$ cat src/design/sadc_params.svh
// Register offsets, field positions, reset values and timing counts.
`ifndef SADC_PARAMS_SVH
`define SADC_PARAMS_SVH
`define SADC_OFF_CTRL       4'h0
`define SADC_OFF_RESH       4'h1
`define SADC_OFF_CTRL2      4'h2
`define SADC_OFF_IRQ_STAT   4'h3
`define SADC_OFF_IRQ_EN     4'h4
`define SADC_OFF_IRQ_CLR    4'h5
`define SADC_OFF_PWR        4'h6
`define SADC_BIT_CH0        0
`define SADC_BIT_CH1        1
`define SADC_BIT_START      3
`define SADC_BIT_DONE       4
`define SADC_BIT_EXT_EN     5
`define SADC_BIT_RES0       6
`define SADC_BIT_RES1       7
`define SADC_BIT_CH2        2
`define SADC_BIT_IDLE       0
`define SADC_BIT_PDOWN      1
`define SADC_RST_BYTE       8'h00
`define SADC_INIT_CYC       2
`define SADC_SAMPLE_CYC     8
`define SADC_BIT_CYC        4
`define SADC_TOTAL_CYC      52
`endif

$ cat src/design/sadc_pkg.sv
// Types shared by the converter sequencer.
package sadc_pkg;
   typedef enum logic [2:0] {
      SADC_IDLE,
      SADC_INIT,
      SADC_SAMPLE,
      SADC_APPROX
   } sadc_state_e;
endpackage : sadc_pkg

$ cat src/design/sadc_seq.sv
// Successive-approximation converter sequencer with register port.
//
// Operation
// RQ1 - Software setting start bit 3 begins conversion, regardless of external enable.
// RQ2 - With external enable bit 5 set, a start-pin rising edge starts conversion.
// RQ3 - Trigger source holds a symmetric start pulse of at least two cycles.
// RQ4 - Start-pin edge seen at cycle end; conversion begins next cycle.
// RQ5 - Software start begins in the cycle after the setting write.
// RQ6 - Start bit has a command element for writes, busy element for reads.
// RQ7 - Two initiation cycles; busy set after the first; sampling after second.
// RQ8 - Selected analog input is sampled for eight cycles before approximation.
// RQ9 - Approximation starts with MSB only set; kept if input exceeds DAC.
// RQ10 - Each lower bit is tried in turn until all ten bits resolve.
// RQ11 - Each bit decision takes four cycles.
// RQ12 - Upper eight bits to result register, low two to control bits 7,6.
// RQ13 - Done flag set, busy cleared, 52 cycles after start.
// RQ14 - Control bits 1:0 and second control bit 2 select one of eight channels.
// RQ15 - Start requests during a running conversion are ignored.
// RQ16 - Completed result kept while done flag is one, also through idle.
// RQ17 - Entering idle or power-down aborts a conversion in progress.
// RQ18 - Result is an unsigned ten-bit code, all ones at full reference.
// RQ19 - Done flag sticky until software clears it; interrupts when enabled.
//
// Chosen here: strobed register access and the register offsets.
`timescale 1ns/1ps
`include "sadc_params.svh"

module sadc_seq #(
   parameter int RES_BITS = 10,
   parameter int CLK_MHZ  = 50
) (
   // Clock and reset
   input  wire logic                clk,
   input  wire logic                arst_n,
   // Register port
   input  wire logic [3:0]          reg_addr,
   input  wire logic [7:0]          reg_wdata,
   input  wire logic                reg_wr,
   input  wire logic                reg_rd,
   output logic      [7:0]          reg_rdata,
   // External trigger
   input  wire logic                ext_start_pin,
   // Analog front end
   output logic      [2:0]          chan_sel,
   output logic      [RES_BITS-1:0] dac_code,
   output logic                     sample_en,
   input  wire logic                cmp_above,
   // Interrupt
   output logic                     irq
);

   // ------------------------------------------------------------------
   // Elaboration checks
   // ------------------------------------------------------------------
   // The register map packs the code as eight plus two bits, so another
   // width would need a new map, not only a wider datapath.
   initial begin
      if (RES_BITS != 10) $error("sadc_seq serves ten-bit results only");
      if (CLK_MHZ < 1) $error("sadc_seq needs a clock of at least 1 MHz");
      if (`SADC_INIT_CYC + `SADC_SAMPLE_CYC + RES_BITS * `SADC_BIT_CYC !=
          `SADC_TOTAL_CYC - 2) $error("sadc_seq phase counts do not add up");
   end

   // ------------------------------------------------------------------
   // Reset release
   // ------------------------------------------------------------------
   logic rst_s1_r;
   logic rst_n_r;
   always_ff @(posedge clk or negedge arst_n) begin
      if (!arst_n) begin
         rst_s1_r <= 1'b0;
         rst_n_r  <= 1'b0;
      end else begin
         rst_s1_r <= 1'b1;
         rst_n_r  <= rst_s1_r;
      end
   end

   // ------------------------------------------------------------------
   // State and storage
   // ------------------------------------------------------------------
   sadc_pkg::sadc_state_e state_r;
   // Six bits cover the longest single phase.
   logic [5:0]            cnt_r;
   logic [3:0]            bit_idx_r;
   logic [RES_BITS-1:0]   sar_r;
   logic [RES_BITS-1:0]   result_r;
   logic                  start_cmd_r;
   logic                  busy_r;
   logic                  done_r;
   logic                  ext_en_r;
   logic [2:0]            chan_r;
   logic                  irq_en_r;
   logic                  idle_mode_r;
   logic                  pdown_mode_r;
   logic                  ext_prev_r;

   logic wr_ctrl;
   logic wr_ctrl2;
   logic wr_clr;
   logic wr_pwr;
   logic wr_irq_en;
   logic busy_set;
   logic ext_edge;
   logic start_req;
   logic abort;
   logic finish;
   logic low_power_entry;

   // ------------------------------------------------------------------
   // Register decode
   // ------------------------------------------------------------------
   assign wr_ctrl  = reg_wr && (reg_addr == `SADC_OFF_CTRL);
   assign wr_ctrl2 = reg_wr && (reg_addr == `SADC_OFF_CTRL2);
   assign wr_clr   = reg_wr && (reg_addr == `SADC_OFF_IRQ_CLR);
   assign wr_pwr   = reg_wr && (reg_addr == `SADC_OFF_PWR);
   assign wr_irq_en = reg_wr && (reg_addr == `SADC_OFF_IRQ_EN);

   // Edge is judged on the previous cycle level, so a pulse shorter than
   // one cycle may be missed; the trigger source must stretch it.
   assign ext_edge = ext_en_r && ext_start_pin && !ext_prev_r; // RQ2 RQ3 RQ4

   assign low_power_entry = wr_pwr && (reg_wdata[`SADC_BIT_IDLE] ||
                                       reg_wdata[`SADC_BIT_PDOWN]);
   // Power-mode writes abort only a running conversion; while idle they
   // merely block new starts.
   assign abort  = low_power_entry && (state_r != sadc_pkg::SADC_IDLE); // RQ17
   // The last bit decision ends the conversion.
   assign finish = (state_r == sadc_pkg::SADC_APPROX) &&
                   (cnt_r == 6'(`SADC_BIT_CYC - 1)) && (bit_idx_r == 4'h0);
   // A start only counts from idle; busy conversions ignore it.
   assign start_req = (start_cmd_r || ext_edge) &&
                      (state_r == sadc_pkg::SADC_IDLE) &&
                      !idle_mode_r && !pdown_mode_r; // RQ15
   // Busy rises at the end of the first initiation cycle.
   assign busy_set = (state_r == sadc_pkg::SADC_INIT) && (cnt_r == 6'h00);

   // ------------------------------------------------------------------
   // Command element and configuration
   // ------------------------------------------------------------------
   always_ff @(posedge clk or negedge rst_n_r) begin
      if (!rst_n_r) begin
         start_cmd_r <= 1'b0;
      end else if (start_req) begin
         start_cmd_r <= 1'b0;
      end else if (wr_ctrl && reg_wdata[`SADC_BIT_START] &&
                   (state_r == sadc_pkg::SADC_IDLE)) begin
         // A write landing during a conversion must not leave a start
         // behind that would fire once the sequencer is idle again.
         start_cmd_r <= 1'b1; // RQ1 RQ5 RQ6 RQ15
      end else if (state_r != sadc_pkg::SADC_IDLE) begin
         start_cmd_r <= 1'b0; // RQ15
      end
   end

   always_ff @(posedge clk or negedge rst_n_r) begin
      if (!rst_n_r) begin
         ext_en_r <= 1'b0;
      end else if (wr_ctrl) begin
         ext_en_r <= reg_wdata[`SADC_BIT_EXT_EN]; // RQ2
      end
   end

   // The channel bits live in two registers; each write moves its own.
   always_ff @(posedge clk or negedge rst_n_r) begin
      if (!rst_n_r) begin
         chan_r <= 3'h0;
      end else begin
         if (wr_ctrl) begin
            chan_r[0] <= reg_wdata[`SADC_BIT_CH0]; // RQ14
            chan_r[1] <= reg_wdata[`SADC_BIT_CH1]; // RQ14
         end
         if (wr_ctrl2) begin
            chan_r[2] <= reg_wdata[`SADC_BIT_CH2]; // RQ14
         end
      end
   end

   // Power mode bits; either one set aborts and blocks new starts.
   always_ff @(posedge clk or negedge rst_n_r) begin
      if (!rst_n_r) begin
         idle_mode_r  <= 1'b0;
         pdown_mode_r <= 1'b0;
      end else if (wr_pwr) begin
         idle_mode_r  <= reg_wdata[`SADC_BIT_IDLE]; // RQ17
         pdown_mode_r <= reg_wdata[`SADC_BIT_PDOWN]; // RQ17
      end
   end

   always_ff @(posedge clk or negedge rst_n_r) begin
      if (!rst_n_r) begin
         irq_en_r <= 1'b0;
      end else if (wr_irq_en) begin
         irq_en_r <= reg_wdata[0]; // RQ19
      end
   end

   // Start pin history for the edge detector; it resets to the pin's
   // idle low level so no false edge follows reset.
   always_ff @(posedge clk or negedge rst_n_r) begin
      if (!rst_n_r) begin
         ext_prev_r <= 1'b0;
      end else begin
         ext_prev_r <= ext_start_pin; // RQ4
      end
   end

   // ------------------------------------------------------------------
   // Sequencer
   // ------------------------------------------------------------------
   always_ff @(posedge clk or negedge rst_n_r) begin
      if (!rst_n_r) begin
         state_r   <= sadc_pkg::SADC_IDLE;
         cnt_r     <= 6'h00;
         bit_idx_r <= 4'h0;
         sar_r     <= '0;
      end else if (abort) begin
         state_r <= sadc_pkg::SADC_IDLE; // RQ17
         cnt_r   <= 6'h00;
      end else begin
         unique case (state_r)
            sadc_pkg::SADC_IDLE: begin
               if (start_req) begin
                  state_r <= sadc_pkg::SADC_INIT; // RQ4 RQ5
                  cnt_r   <= 6'h00;
               end
            end
            sadc_pkg::SADC_INIT: begin
               if (cnt_r == 6'(`SADC_INIT_CYC - 1)) begin
                  state_r <= sadc_pkg::SADC_SAMPLE; // RQ7
                  cnt_r   <= 6'h00;
               end else begin
                  cnt_r <= cnt_r + 6'h01;
               end
            end
            sadc_pkg::SADC_SAMPLE: begin
               if (cnt_r == 6'(`SADC_SAMPLE_CYC - 1)) begin
                  state_r   <= sadc_pkg::SADC_APPROX; // RQ8
                  cnt_r     <= 6'h00;
                  bit_idx_r <= 4'(RES_BITS - 1);
                  sar_r     <= {1'b1, {(RES_BITS-1){1'b0}}}; // RQ9
               end else begin
                  cnt_r <= cnt_r + 6'h01;
               end
            end
            sadc_pkg::SADC_APPROX: begin
               if (cnt_r == 6'(`SADC_BIT_CYC - 1)) begin // RQ11
                  cnt_r <= 6'h00;
                  if (!cmp_above) begin
                     sar_r[bit_idx_r] <= 1'b0; // RQ9 RQ10
                  end
                  if (bit_idx_r == 4'h0) begin
                     state_r <= sadc_pkg::SADC_IDLE;
                  end else begin
                     bit_idx_r <= bit_idx_r - 4'h1;
                     sar_r[bit_idx_r - 4'h1] <= 1'b1; // RQ10
                  end
               end else begin
                  cnt_r <= cnt_r + 6'h01;
               end
            end
            default: state_r <= sadc_pkg::SADC_IDLE;
         endcase
      end
   end

   // ------------------------------------------------------------------
   // Busy status element, done flag and result
   // ------------------------------------------------------------------
   // The final bit decision is folded in here so the stored result is
   // exact in the very cycle the done flag rises.
   logic [RES_BITS-1:0] final_code;
   always_comb begin
      final_code    = sar_r;
      final_code[0] = cmp_above;
   end

   always_ff @(posedge clk or negedge rst_n_r) begin
      if (!rst_n_r) begin
         busy_r <= 1'b0;
      end else if (abort || finish) begin
         busy_r <= 1'b0; // RQ13 RQ17
      end else if (busy_set) begin
         busy_r <= 1'b1; // RQ6 RQ7
      end
   end

   always_ff @(posedge clk or negedge rst_n_r) begin
      if (!rst_n_r) begin
         done_r <= 1'b0;
      end else if (finish && !abort) begin
         done_r <= 1'b1; // RQ13 RQ19
      end else if ((wr_clr && reg_wdata[0]) ||
                   (wr_ctrl && !reg_wdata[`SADC_BIT_DONE])) begin
         done_r <= 1'b0; // RQ19
      end
   end

   // Result is only overwritten by a finished conversion; idle entry and
   // aborts never touch it.
   always_ff @(posedge clk or negedge rst_n_r) begin
      if (!rst_n_r) begin
         result_r <= '0;
      end else if (finish && !abort && !done_r) begin
         result_r <= final_code; // RQ12 RQ16 RQ18
      end
   end

   // ------------------------------------------------------------------
   // Outputs and read port
   // ------------------------------------------------------------------
   // The DAC follows the trial word directly, so the comparator has a
   // full bit time to settle before its decision is taken.
   assign chan_sel  = chan_r; // RQ14
   assign dac_code  = sar_r;
   assign sample_en = (state_r == sadc_pkg::SADC_SAMPLE);
   assign irq       = done_r && irq_en_r; // RQ19

   // Read data fall back to zero outside the answer cycle, so a late
   // sample never shows a stale register.
   always_ff @(posedge clk or negedge rst_n_r) begin
      if (!rst_n_r) begin
         reg_rdata <= `SADC_RST_BYTE;
      end else if (reg_rd) begin
         unique case (reg_addr)
            `SADC_OFF_CTRL: reg_rdata <= {result_r[1], result_r[0], // RQ12
                                          ext_en_r, done_r, busy_r, // RQ6
                                          1'b0, chan_r[1:0]};
            `SADC_OFF_RESH:     reg_rdata <= result_r[9:2]; // RQ12
            `SADC_OFF_CTRL2:    reg_rdata <= {5'h00, chan_r[2], 2'h0};
            `SADC_OFF_IRQ_STAT: reg_rdata <= {7'h00, done_r};
            `SADC_OFF_IRQ_EN:   reg_rdata <= {7'h00, irq_en_r};
            `SADC_OFF_PWR:      reg_rdata <= {6'h00, pdown_mode_r,
                                              idle_mode_r};
            default:            reg_rdata <= 8'h00;
         endcase
      end else begin
         reg_rdata <= 8'h00;
      end
   end

endmodule : sadc_seq

$ cat config.mk
export PLATFORM = sky130hd
export DESIGN_NAME = sadc_seq
export DESIGN_NICKNAME = d
export VERILOG_FILES = /design/src/design/sadc_pkg.sv /design/src/design/sadc_seq.sv
export VERILOG_INCLUDE_DIRS = /design/src /design/src/design
export SDC_FILE = /design/constraint.sdc
export NUM_CORES = 1
export LEC_CHECK = 0
export BUFFER_PORTS_ARGS = -buffer_cell sky130_fd_sc_hd__buf_4
export CAP_MARGIN = 20
export CELL_PAD_IN_SITES_DETAIL_PLACEMENT = 0
export CELL_PAD_IN_SITES_GLOBAL_PLACEMENT = 2
export CORE_ASPECT_RATIO = 1.1
export CORE_MARGIN = 1
export CORE_UTILIZATION = 39
export DETAILED_ROUTE_END_ITERATION = 7
export HOLD_SLACK_MARGIN = 0.1
export PLACE_DENSITY = 0.81
export SYNTH_ARGS = -nofsm -noshare
export SYNTH_HDL_FRONTEND = slang
export SYNTH_SLANG_ARGS = --single-unit
$ cat constraint.sdc
create_clock -name clk -period 4.9 [get_ports clk]
set_input_delay 0.245 -clock clk [delete_from_list [all_inputs] [get_ports clk]]
set_output_delay 0.245 -clock clk [all_outputs]
set_load 0.01 [all_outputs]
Yosys cells after proc, flatten, opt, wreduce, memory -nomap -nowiden
Index checks and enable logic that the tools add are counted.
Cells by class
  bitwise logic cells: 4
  muxes and demuxes: 38
  reductions and logical operators: 48
  add/subtract/negate cells: 2
  multipliers: 0
  equal/unequal tests: 20
  order comparisons: 4
  div/mod/pow operators: 0
  shift-type cells: 0
Operator list (number)
  $mux W10: 7
  $pmux W8 S6: 1
  $mux W6: 5
  $logic_and A1 B1 Y1: 24
  $pmux W6 S4: 1
  $pmux W10 S2: 1
  $mux W3: 6
  $eq A4 B3 Y1 const B: 3
  $mux W4: 3
  $pmux W3 S4: 1
  $and A10 B10 Y10: 1
  $lt A4 B5 Y1 const B: 2
  $not A10 Y10: 1
  $or A10 B10 Y10: 1
  $reduce_and A5 Y1: 2
  $mux W1: 9
  $ne A3 B2 Y1 const B: 3
  $demux W1 S4: 2
  $eq A4 B2 Y1 const B: 2
  $ge A4 B1 Y1 const B: 2
  $logic_not A4 Y1: 2
  $mux W8: 1
  $pmux W4 S2: 1
  $add A6 B1 Y6 const B: 1
  other kinds (21): 34
Word-level totals
  word-level logic and storage cells: 134
  output and inout port bits: 23
  flip-flop bits (word level): 54
  latch bits: 0
  bits of input ports: 18
  memories: 0
  ROM bits: 0
  RAM bits: 0

Logic depth before layout (Yosys ltp)
Gate-level depths: netlist of run 1.
  depth in word-level cells: 14
  gate-level depth with buffers: 8
  depth with buffers taken out: 7

Worst setup path after synthesis of run 1
Ideal clock, no wire load.
  kind: register -> register
  from: register bit_idx_r[0]
  to: register result_r[0]
  data arrival time: 1.960 ns
  setup time: 0.125 ns
  data required time: 4.775 ns
  slack: 2.815 ns
  cell stages (with the launch flop): 8
  path buffers: 1
  period minus slack after synthesis: 2.085 ns
  cells stage by stage: dfrtp_1 inv_1 ha_1 clkbuf_1 and2_1 nand4_2 nor3_4 mux2_2
On the way
  longest elaborated chain between the ends: 4
RTL lines
  start, declared: line sadc_seq.sv:85  | logic [3:0] bit_idx_r;
  start signal, assigned: line sadc_seq.sv:240  | bit_idx_r <= 4'(RES_BITS - 1);
  start signal, assigned: line sadc_seq.sv:255  | bit_idx_r <= bit_idx_r - 4'h1;
  $logic_not A4 Y1: line sadc_seq.sv:130  | (cnt_r == 6'(`SADC_BIT_CYC - 1)) && (bit_idx_r == 4'h0);
  $logic_and A1 B1 Y1: line sadc_seq.sv:129  | assign finish = (state_r == sadc_pkg::SADC_APPROX) &&
  $logic_and A1 B1 Y1 (2 in series): line sadc_seq.sv:304  | end else if (finish && !abort && !done_r) begin
  end signal, assigned: line sadc_seq.sv:305  | result_r <= final_code;
  end, declared: line sadc_seq.sv:87  | logic [RES_BITS-1:0] result_r;
Every way passes these cells.
A chain may end at the register's enable or synchronous reset.

Final worst setup path of run 1
  from: register state_r[0]
  to: register bit_idx_r[1]
On the way
  longest elaborated chain between the ends: 4
  elaborated cells between the ends (all ways): 11
  classes of those cells: 5 x eq/ne; 1 x mux; 1 x bitwise; 4 x reduce/logical
RTL lines
  start, declared: line sadc_seq.sv:82  | sadc_pkg::sadc_state_e state_r;
  start signal, assigned: line sadc_seq.sv:213  | state_r <= sadc_pkg::SADC_IDLE;
  start signal, assigned: line sadc_seq.sv:218  | state_r <= sadc_pkg::SADC_IDLE;
  start signal, assigned: line sadc_seq.sv:224  | state_r <= sadc_pkg::SADC_INIT;
  parallel branches: the longest is 4 deep, another holds $reduce_and A5 Y1
Several ways; the timed one is not identified.

==> metrics.md, run 1 <==
| Metric | Value |
|---|---|
| Cell family with most CP delay | `compound AO/OA/AOI/OAI gates` |
| Worst r2r dst | `bit_idx_r[1]` |
| Failing checks | `design-rule violations` |
| FP Rows | `32` |
| Max-cap violations | `0` |
| Clock skew | `8.02 ps` |
| Unrepaired setup endpoints after global routing | `false` |
| Via density | `5.33` |
| Gr ovfl total | `0` |
| Area grow syn2layout | `15.4%` |
| Worst-Skew Late Latency | `310 ps` |
| WL/cell | `15.6 um` |
| Share of post-route cells with drive strength above 1 | `25.1%` |
| Syn nets | `312` |
| Hold EP | `chan_sel[2]` |
| CP Buf/Inv Count | `0` |
| Final slew viol count | `0` |
| Largest stage delay on the critical path | `720 ps` |
| Final core occ | `47.1%` |
| Uppermost layer routed | `met4` |
| CTS root buf | `clkbuf_8` |
| Die W | `84.3 um` |
| Ys flop type | `dfrtp_1` |
| Die Ht | `92.6 um` |
| Dpl hpwl | `4620 um` |
| Placeable Area | `0.00713 mm2` |
| Largest net degree at the start of global routing | `39` |
| Worst Path Required | `5150 ps` |
| CP arrival | `2870 ps` |
| Final-report hold violation count | `0` |
| Cell Pwr Density | `429 mW/mm2` |
| First DRT Iteration DRCs | `106` |
| Leakage | `1.53 nW` |
| Slew @ Worst Pin | `842 ps` |
| #FFs+latches synth | `53` |
| Routed WL | `6290 um` |
| Tmin final | `2610 ps` |
| Met3 Wirelength | `258 um` |
| Final worst path period share | `53.3%` |
| CTS Sinks | `53` |
| Reg2Reg Setup Slack | `2290 ps` |
| # IOs | `41` |
| Hold path start | `reg_wdata[2]` |
| Fraction of registers with async set/reset | `100%` |
| Share of the synthesized area in the top cell type | `45.6%` |
| First-pass GRT wire length | `10600 um` |
| Die Area | `0.00781 mm2` |
| Slowest cell on crit path | `ha_1` |
| Initial antenna violation count | `0` |
| PortBufs | `38` |
| Worst-path cell chain | `ha_1 -> nand2b_1 -> o22ai_1 -> nand4b_1 -> o31ai_1 -> a22o_1` |
| GRT Total Usage | `17.3%` |
| Fmax | `383 MHz` |
| Met1 Routed Length | `3090 um` |
| WS Path Type | `flop to flop` |
| TritonCTS buffer count | `5` |
| YS warnings | `0` |
| H-tree lvl count | `2` |
| TritonCTS clock tree | `yes` |
| Reg2Reg Launch Point | `state_r[0]` |
| Postcts setup bufs | `0` |
| Worst Hold Class | `primary input to flop` |
| Synth cell count leaders | `dfrtp_1 (53), nand2_1 (36), nor2_1 (18), o21ai_0 (18), mux2_2 (17)` |
| Post-synth top area cell | `dfrtp_1` |
| CP startpoint kind | `flop` |
| Distinct cells, synth | `53` |
| Cells after Synth | `282` |
| Gp weighted congestion | `0.767` |
| Top cells by area, synth | `dfrtp_1 (46%), mux2_2 (6.6%), ha_1 (5.2%), nand2_1 (4.6%), o21ai_0 (3.1%)` |
| Diodes inserted | `0` |
| Max_slew headroom | `43.8%` |
| Most frequent cell after synthesis | `dfrtp_1` |
| Post-synth EDFFs | `0` |
| Mapped cell area | `0.00291 mm2` |
| Endpoints failing setup | `0` |
| Peak VDD IR | `0.000227 V` |
| Clk slew on worst S/H paths | `100 ps` |
| Detailed-route DRC error count | `7` |
| Post-DRT Antenna Nets | `0` |
| Post-synthesis sequential area ratio | `45.6%` |
| Status | `finished, violations left` |
| Nets | `348` |
| Initial Util | `40.8%` |
| Syn Area/Cell | `10.3 um2` |
| First-pass detailed-route iteration total | `8` |
| Vias in the first global route | `2060` |
| WL met2 | `2880 um` |
| Worst reg2reg path depth | `6` |
| Crit. End Element | `flop` |
| Clk buf depth | `2` |
| Worst-path fanout max | `24` |
| Vias | `2153` |
| Hold depth | `2` |
| Total Neg Setup Slack | `0 ps` |
[cells by family after synthesis]
logic type               count (synthesis)  share of synthesized area (%)
AO/OA/AOI/OAI                           65                           16.3
adder cells (fa/ha/maj)                 12                           5.16
buffers and inverters                   24                           3.78
flip-flops                              53                           45.6
AND/OR/NAND/NOR                        103                           20.0
other                                    1                          0.129
multiplexers                            24                           8.99
[stage by stage]
stage	hold WS [ps]	instances	power, mW	setup WS, ps	instance area, um2
after global routing	145	404	1.56	2000	3360
after detailed placement	27.8	394	1.19	2340	3240
after CTS	157	404	1.46	2250	3360
after floorplan	-50.6	282	1.02	2820	2910
after global placement	27.5	394	1.19	2290	3240
final	165	404	1.44	2290	3360
[what timing repair did]
item                                   CTS  global route
hold buffers                             2             0
gates resized for setup                  0             0
endpoints found under the hold margin    3             0
[sequential cells by signal (all words and copies together) (netlist names)]
register / count
ext_prev_r: 1
done_r: 1
result_r: 10
cnt_r: 6
reg_rdata: 8
idle_mode_r: 1
rst_n_r: 1
ext_en_r: 1
chan_sel: 3
state_r: 2
start_cmd_r: 1
bit_idx_r: 4
pdown_mode_r: 1
irq_en_r: 1
rst_s1_r: 1
dac_code: 10
busy_r: 1
[cell type report]
type	count	area [um2]
Clock inverter	3	25.0
Inverter	12	45.0
Tap cell	85	106
Fill cell	701	3770
Clock buffer	5	68.8
Timing Repair Buffer	41	313
Multi-Input combinational cell	205	1470
Sequential cell	53	1330
[how the worst max path moves through the flow]
stage	start	endpoint	slack [ps]	cells past startpoint
2_1_floorplan	bit_idx_r[0]	result_r[0]	2820	7
3_3_place_gp	state_r[0]	bit_idx_r[3]	2290	6
3_5_place_dp	state_r[0]	bit_idx_r[1]	2340	6
4_1_cts	state_r[0]	bit_idx_r[1]	2250	6
5_1_grt	state_r[0]	bit_idx_r[3]	2000	6
6_report	state_r[0]	bit_idx_r[1]	2290	6
[where the power goes]
| group | total [mW] | switching, mW | leakage [nW] | internal [mW] |
|---|---|---|---|---|
| logic | 0.586 | 0.341 | 0.800 | 0.246 |
| registers | 0.594 | 0.0847 | 0.689 | 0.509 |
| clock network | 0.260 | 0.157 | 0.0447 | 0.104 |
| total | 1.44 | 0.582 | 1.53 | 0.859 |
[per-layer routing]
layer  global-route usage, %  vias to the layer above
li1                        -                     1076
met1                    24.4                     1027
met2                    27.5                       44
met3                    2.85                        6
met4                    4.94                        0
met5                       0                        -
[placed cells by master, fill, tap and decap left out, types with 5 or more instances in the layout]
cell type	count
buf_4	39
o21ai_0	18
mux2i_1	7
a22o_1	6
nor3_1	7
clkbuf_8	5
inv_1	12
mux2_2	17
a21oi_1	8
ha_1	12
nand2_1	36
nand2b_1	6
a31oi_1	6
o31ai_1	5
dfrtp_1	52
nand3_1	6
nor2_1	18
(Power assumes the default switching activity.)
==> run 2: changes to the inputs <==
- CORE_UTILIZATION: 39 -> 33
- PLACE_DENSITY: 0.81 -> 0.72
- clock period: 4.9 -> 2.4 ns (I/O delays scaled with it)
==> run 2 against run 1 <==
The run now ends clean. Worst setup slack got worse by 2000 ps. Largest cell class unchanged. Flip-flop and latch count unchanged. Clock power increased by 110%. Via count increased by 2.3%. Sequential power increased by 100%. Worst hold slack got worse by 25 ps. Register-to-register slack got worse by 2000 ps. Combinational power increased by 130%. Global-route usage decreased by 1.9 points. Design area increased by 6.0%. First-iteration DRC count unchanged. Wire length increased by 7.7%. Highest routed layer unchanged.
==> metrics.md, run 2 (synthesized netlist as in run 1, its figures left out) <==
| Metric | Value |
|---|---|
| Status | `complete, no violations` |
| CP arrival | `2350 ps` |
| First DRT Iteration DRCs | `106` |
| Max_slew headroom | `65.4%` |
| Post-DP Area | `0.00335 mm2` |
| Dpl hpwl | `4800 um` |
| Total net switching power | `1.23 mW` |
| Total Neg Setup Slack | `0 ps` |
| Worst-path fanout max | `9` |
| Gr ovfl total | `0` |
| Clk slew on worst S/H paths | `110 ps` |
| Slowest cell on crit path | `dlygate4sd3_1` |
| Nets | `366` |
| Detailed-route DRC error count | `0` |
| Sequential share of power | `39.0%` |
| Worst-path cell chain | `dlygate4sd3_1 -> buf_4 -> o21ai_0 -> nor3_4 -> nand4b_1 -> buf_4 -> a21oi_1 -> o21ai_0` |
| Largest stage delay on the critical path | `540 ps` |
| Slew @ Worst Pin | `518 ps` |
| Initial Util | `34.4%` |
| Commonest non-fill, non-tap cells in the layout | `dfrtp_1 (52), buf_4 (48), nand2_1 (36), nor2_1 (18), o21ai_0 (18)` |
| Die Area | `0.00920 mm2` |
| Dpl cells | `428` |
| GRT Total Usage | `15.4%` |
| Hold WS | `140 ps` |
| Post-DRT Antenna Nets | `0` |
| WL/cell | `15.1 um` |
| # IOs | `41` |
| Power share of the clock group | `17.7%` |
| Fmax | `464 MHz` |
| H-tree lvl count | `2` |
| Placeable Area | `0.00845 mm2` |
| Tmin final | `2160 ps` |
| Final-report hold violation count | `0` |
| Diodes inserted | `0` |
| Routed WL | `6770 um` |
| Vias | `2203` |
| Die W | `91.5 um` |
| Non-Filler Cell Area, Final | `0.00356 mm2` |
| Initial antenna violation count | `0` |
| First-pass detailed-route iteration total | `4` |
| Clock skew | `9.23 ps` |
| FP Rows | `35` |
| Via density | `4.92` |
| First-pass GRT wire length | `11300 um` |
| CTS Sinks | `53` |
| Final slew viol count | `0` |
| Crit. End Element | `flop` |
| Worst Hold Class | `primary input to flop` |
| Clk buf depth | `2` |
| Leakage | `1.62 nW` |
| Switching share of total power | `40.1%` |
| TritonCTS buffer count | `5` |
| Non-filler cells, final | `448` |
| Max-cap violations | `0` |
| PortBufs | `38` |
| Die Ht | `100 um` |
| CTS root buf | `clkbuf_8` |
| TritonCTS clock tree | `yes` |
| Filler cell count in the final layout | `819` |
| Unrepaired setup endpoints after global routing | `false` |
| FF+latch area | `0.00133 mm2` |
| Worst-Skew Late Latency | `310 ps` |
| Combinational share of power | `43.3%` |
| Endpoints failing setup | `0` |
| CP Buf/Inv Count | `3` |
| Worst Path Required | `2600 ps` |
| Cell Pwr Density | `860 mW/mm2` |
| Vias in the first global route | `2244` |
| Area grow syn2layout | `22.4%` |
| Cell family with most CP delay | `buffers and inverters` |
| Share of post-route cells with drive strength above 1 | `26.7%` |
| Pint | `1.83 mW` |
| Largest net degree at the start of global routing | `52` |
| Final worst path period share | `89.8%` |
| Area of the multi-input gates | `0.00147 mm2` |
| WS Path Type | `primary input to flop` |
| CP startpoint kind | `primary input` |
| Most common cell after layout, fill and taps aside | `dfrtp_1` |
| Gp weighted congestion | `0.748` |
| Post-CTS sizing | `0` |
| Reg2Reg Setup Slack | `260 ps` |
| Peak VDD IR | `0.000267 V` |
run 2: cell types whose count changed in the layout (fill, tap and decap cells not counted):
| cell | change |
|---|---|
| buf_12 | +1 |
| buf_4 | +9 |
| clkinv_4 | -1 |
| clkinvlp_4 | +1 |
| dlygate4sd3_1 | +8 |
| inv_6 | -1 |
| inv_8 | +1 |
run 2: worst register-to-register path: cells and delay by family, from the launching register on:
family | cells | cell delay (ps)
AO/OA/AOI/OAI | 3 | 410
adder cells (fa/ha/maj) | 1 | 280
buffers and inverters | 2 | 420
flip-flops | 1 | 420
AND/OR/NAND/NOR | 2 | 530
run 2: per-layer routing:
layer  vias to the layer above  GRT usage [%]  wire length, um
met4                         0           3.30               29
li1                       1114              -                -
met2                        40           26.1             3190
met5                         -              0                0
met1                      1047           20.9             3340
met3                         2           2.26              211
run 2: power by group through the flow:
stage,Combinational (mW),Clock (mW),Sequential [mW]
global placement,1.27,0,1.21
CTS,1.29,0.574,1.20
global route,1.47,0.593,1.22
finish,1.33,0.540,1.19
floorplan,0.888,0,1.20
detailed placement,1.27,0,1.21
run 2: worst paths after layout:
| path | cells after the start | to | startpoint |
|---|---|---|---|
| min in group asynchronous | 1 | bit_idx_r[2] | rst_n_r |
| max in group asynchronous | 3 | rst_n_r | arst_n |
| max reg2reg | 8 | dac_code[1] | state_r[0] |
| min | 3 | reg_rdata[0] | reg_rd |
| max | 8 | dac_code[1] | reg_wdata[1] |
| min reg2reg | 1 | bit_idx_r[2] | rst_n_r |
run 2: per-stage QoR:
step	power, mW	worst slack (ps)	utilization [%]
after global routing	3.29	51.1	42.1
final	3.06	244	42.1
after detailed placement	2.48	287	39.6
after global placement	2.48	281	39.6
after CTS	3.06	50.8	41.9
after floorplan	2.09	315	-
run 2: timing repair:
action / in CTS / in global routing
endpoints found under the hold margin: 13 / 0
hold buffers: 10 / 0
endpoints found under the setup margin: 0 / 2
setup buffers: 0 / 2
run 2: cell type report:
type                       instances  area share (%)
clock inverter                     3           0.738
timing repair buffer              59            13.5
inverter                          12            1.27
multi-input combinational        205            41.4
clock buffer                       5            1.93
sequential                        53            37.3
tap                              111            3.90
==> run 3: changes to the inputs <==
--- a/config.mk
+++ b/config.mk
@@ -17,4 +17,5 @@
 export HOLD_SLACK_MARGIN = 0.1
 export PLACE_DENSITY = 0.72
+export RECOVER_POWER = 100
 export SYNTH_ARGS = -nofsm -noshare
 export SYNTH_HDL_FRONTEND = slang
==> constraint.sdc (replaced) <==
create_clock -name clk -period 2.4 [get_ports clk]
set_input_delay 0.36 -clock clk [delete_from_list [all_inputs] [get_ports clk]]
set_output_delay 0.36 -clock clk [all_outputs]
set_load 0.01 [all_outputs]
==> run 3 against run 2 <==
Die area unchanged. Final cell count down 1.3%. Critical path depth down 1. Clock-buffer cell count unchanged. Non-clock buffer count down 6. Maximum frequency up 0.63%. Global-route usage up 0.35 points. Worst hold slack better by 46 ps. Largest power group unchanged.
==> metrics.md, run 3 (synthesized netlist as in run 1, its figures left out) <==
| Metric | Value |
|---|---|
| Worst reg2reg path depth | `7` |
| Filler cell count in the final layout | `905` |
| Worst Hold Class | `primary input to flop` |
| Worst-path cell chain | `inv_1 -> ha_1 -> inv_1 -> o41ai_1 -> buf_4 -> nor4_1 -> a211o_1` |
| Vias | `2227` |
| Gp weighted congestion | `0.769` |
| Final slew viol count | `0` |
| WS Path Type | `flop to flop` |
| Critical path depth in cells | `7` |
| CP Buf/Inv Count | `3` |
| H-tree lvl count | `2` |
| Crit path capture | `cnt_r[5]` |
| Initial Util | `34.4%` |
| Slew @ Worst Pin | `1280 ps` |
| CTS root buf | `clkbuf_8` |
| Gr ovfl total | `0` |
| Placeable Area | `0.00845 mm2` |
| Unrepaired setup endpoints after global routing | `false` |
| Hold path start | `ext_start_pin` |
| WL/cell | `14.8 um` |
| First-pass GRT wire length | `11400 um` |
| Leakage | `1.47 nW` |
| # IOs | `41` |
| First DRT Iteration DRCs | `151` |
| Cell Pwr Density | `880 mW/mm2` |
| Tmin final | `2140 ps` |
| Die W | `91.5 um` |
| Share of post-route cells with drive strength above 1 | `18.7%` |
| First-pass detailed-route iteration total | `4` |
| Vias in the first global route | `2211` |
| Die Area | `0.00920 mm2` |
| Final worst path period share | `89.3%` |
| Reg2Reg Setup Slack | `260 ps` |
| Initial antenna violation count | `0` |
| Detailed-route DRC error count | `0` |
| TritonCTS clock tree | `yes` |
| Most common cell after layout, fill and taps aside | `dfrtp_1` |
| Area grow syn2layout | `14.4%` |
| Worst-Skew Late Latency | `310 ps` |
| Postcts setup bufs | `0` |
| Dpl cells | `433` |
| Worst Path Required | `2600 ps` |
| Crit. End Element | `flop` |
| Die Ht | `100 um` |
| CP arrival | `2340 ps` |
| Routed WL | `6520 um` |
| Dpl hpwl | `4870 um` |
| Final-report hold violation count | `0` |
| GRT Total Usage | `15.7%` |
| Cell mode on critical path | `inv_1` |
| Hold WS | `186 ps` |
| CP startpoint kind | `flop` |
| Peak VDD IR | `0.000237 V` |
| FP Rows | `35` |
| Clk slew on worst S/H paths | `100 ps` |
| Largest net degree at the start of global routing | `52` |
| Max_slew headroom | `14.7%` |
| Clock skew | `4.42 ps` |
| Largest stage delay on the critical path | `600 ps` |
| Non-filler cells, final | `442` |
| Fmax | `467 MHz` |
| Worst r2r dst | `cnt_r[5]` |
| PortBufs | `38` |
| Diodes inserted | `0` |
| Non-Filler Cell Area, Final | `0.00333 mm2` |
| Commonest non-fill, non-tap cells in the layout | `dfrtp_1 (52), nand2_1 (36), clkbuf_1 (28), buf_4 (21)` |
| CTS Sinks | `53` |
| Nets | `360` |
| Max-cap violations | `0` |
| Clk buf depth | `2` |
| Post-DP Area | `0.00337 mm2` |
| Post-CTS sizing | `0` |
| TritonCTS buffer count | `5` |
| Cell family with most CP delay | `compound AO/OA/AOI/OAI gates` |
| Post-DRT Antenna Nets | `0` |
| Endpoints failing setup | `0` |
| Worst-path fanout max | `7` |
| Worst setup path startpoint | `state_r[0]` |
| Slowest cell on crit path | `o41ai_1` |
| Reg2Reg Launch Point | `state_r[0]` |
| Total Neg Setup Slack | `0 ps` |
| Via density | `5.04` |
| Status | `complete, no violations` |
[run 3: changes by cell type in the layout (fill, tap and decap cells not counted), sizes merged]
| cell | change |
|---|---|
| clkinv | +1 |
| buf | -28 |
| clkbuf | +31 |
| clkinvlp | -1 |
| dlygate4sd3 | -9 |
[run 3: final cells by class]
type	instances	area, um2	share of cell area [%]
multi-input cells	205	1430	43.0
well taps	111	139	4.17
clock inverters	3	25.0	0.752
repair buffers	53	290	8.73
inverters	12	45.0	1.35
clock buffers	5	68.8	2.07
flip-flops and latches	53	1330	39.9
[run 3: what timing repair did]
action                                  4_1_cts  5_1_grt
hold endpoints to repair                      2        0
hold buffers                                  1        0
endpoints found under the setup margin        0        0
[run 3: worst register-to-register path: cells and delay by family (launching register included)]
kind	cells	cell delay, ps
compound gates	2	880
buf+inv	3	420
flops	1	400
fa+ha+maj	1	290
simple gates	1	60
[run 3: worst min-delay path by stage]
stage / endpoint / slack, ps / depth (start not counted)
after floorplan: rst_n_r / 60 / 0
after global placement: rst_s1_r / 140 / 1
after detailed placement: rst_s1_r / 140 / 1
after CTS: ext_prev_r / 150 / 1
after global routing: ext_prev_r / 170 / 1
final: ext_prev_r / 190 / 1
[run 3: per-stage QoR]
step | setup WS, ps | power, mW | utilization [%]
floorplan | 315 | 2.09 | -
CTS | 268 | 3.10 | 41.2
detailed placement | 276 | 2.54 | 39.9
global route | 74.7 | 3.18 | 39.4
finish | 258 | 2.93 | 39.4
global placement | 313 | 2.55 | 39.9
[run 3: power breakdown]
part	internal [mW]	total [mW]	switching (mW)
Sequential	1.04	1.18	0.140
Combinational	0.500	1.22	0.719
Clock	0.211	0.530	0.319
Total	1.75	2.93	1.18
[run 3: per-layer routing]
metal | part of all wire (%) | global-route usage, %
met4 | 1.1 | 4.03
met3 | 3.9 | 2.79
met1 | 48 | 21.1
met2 | 47 | 26.3
met5 | 0 | 0
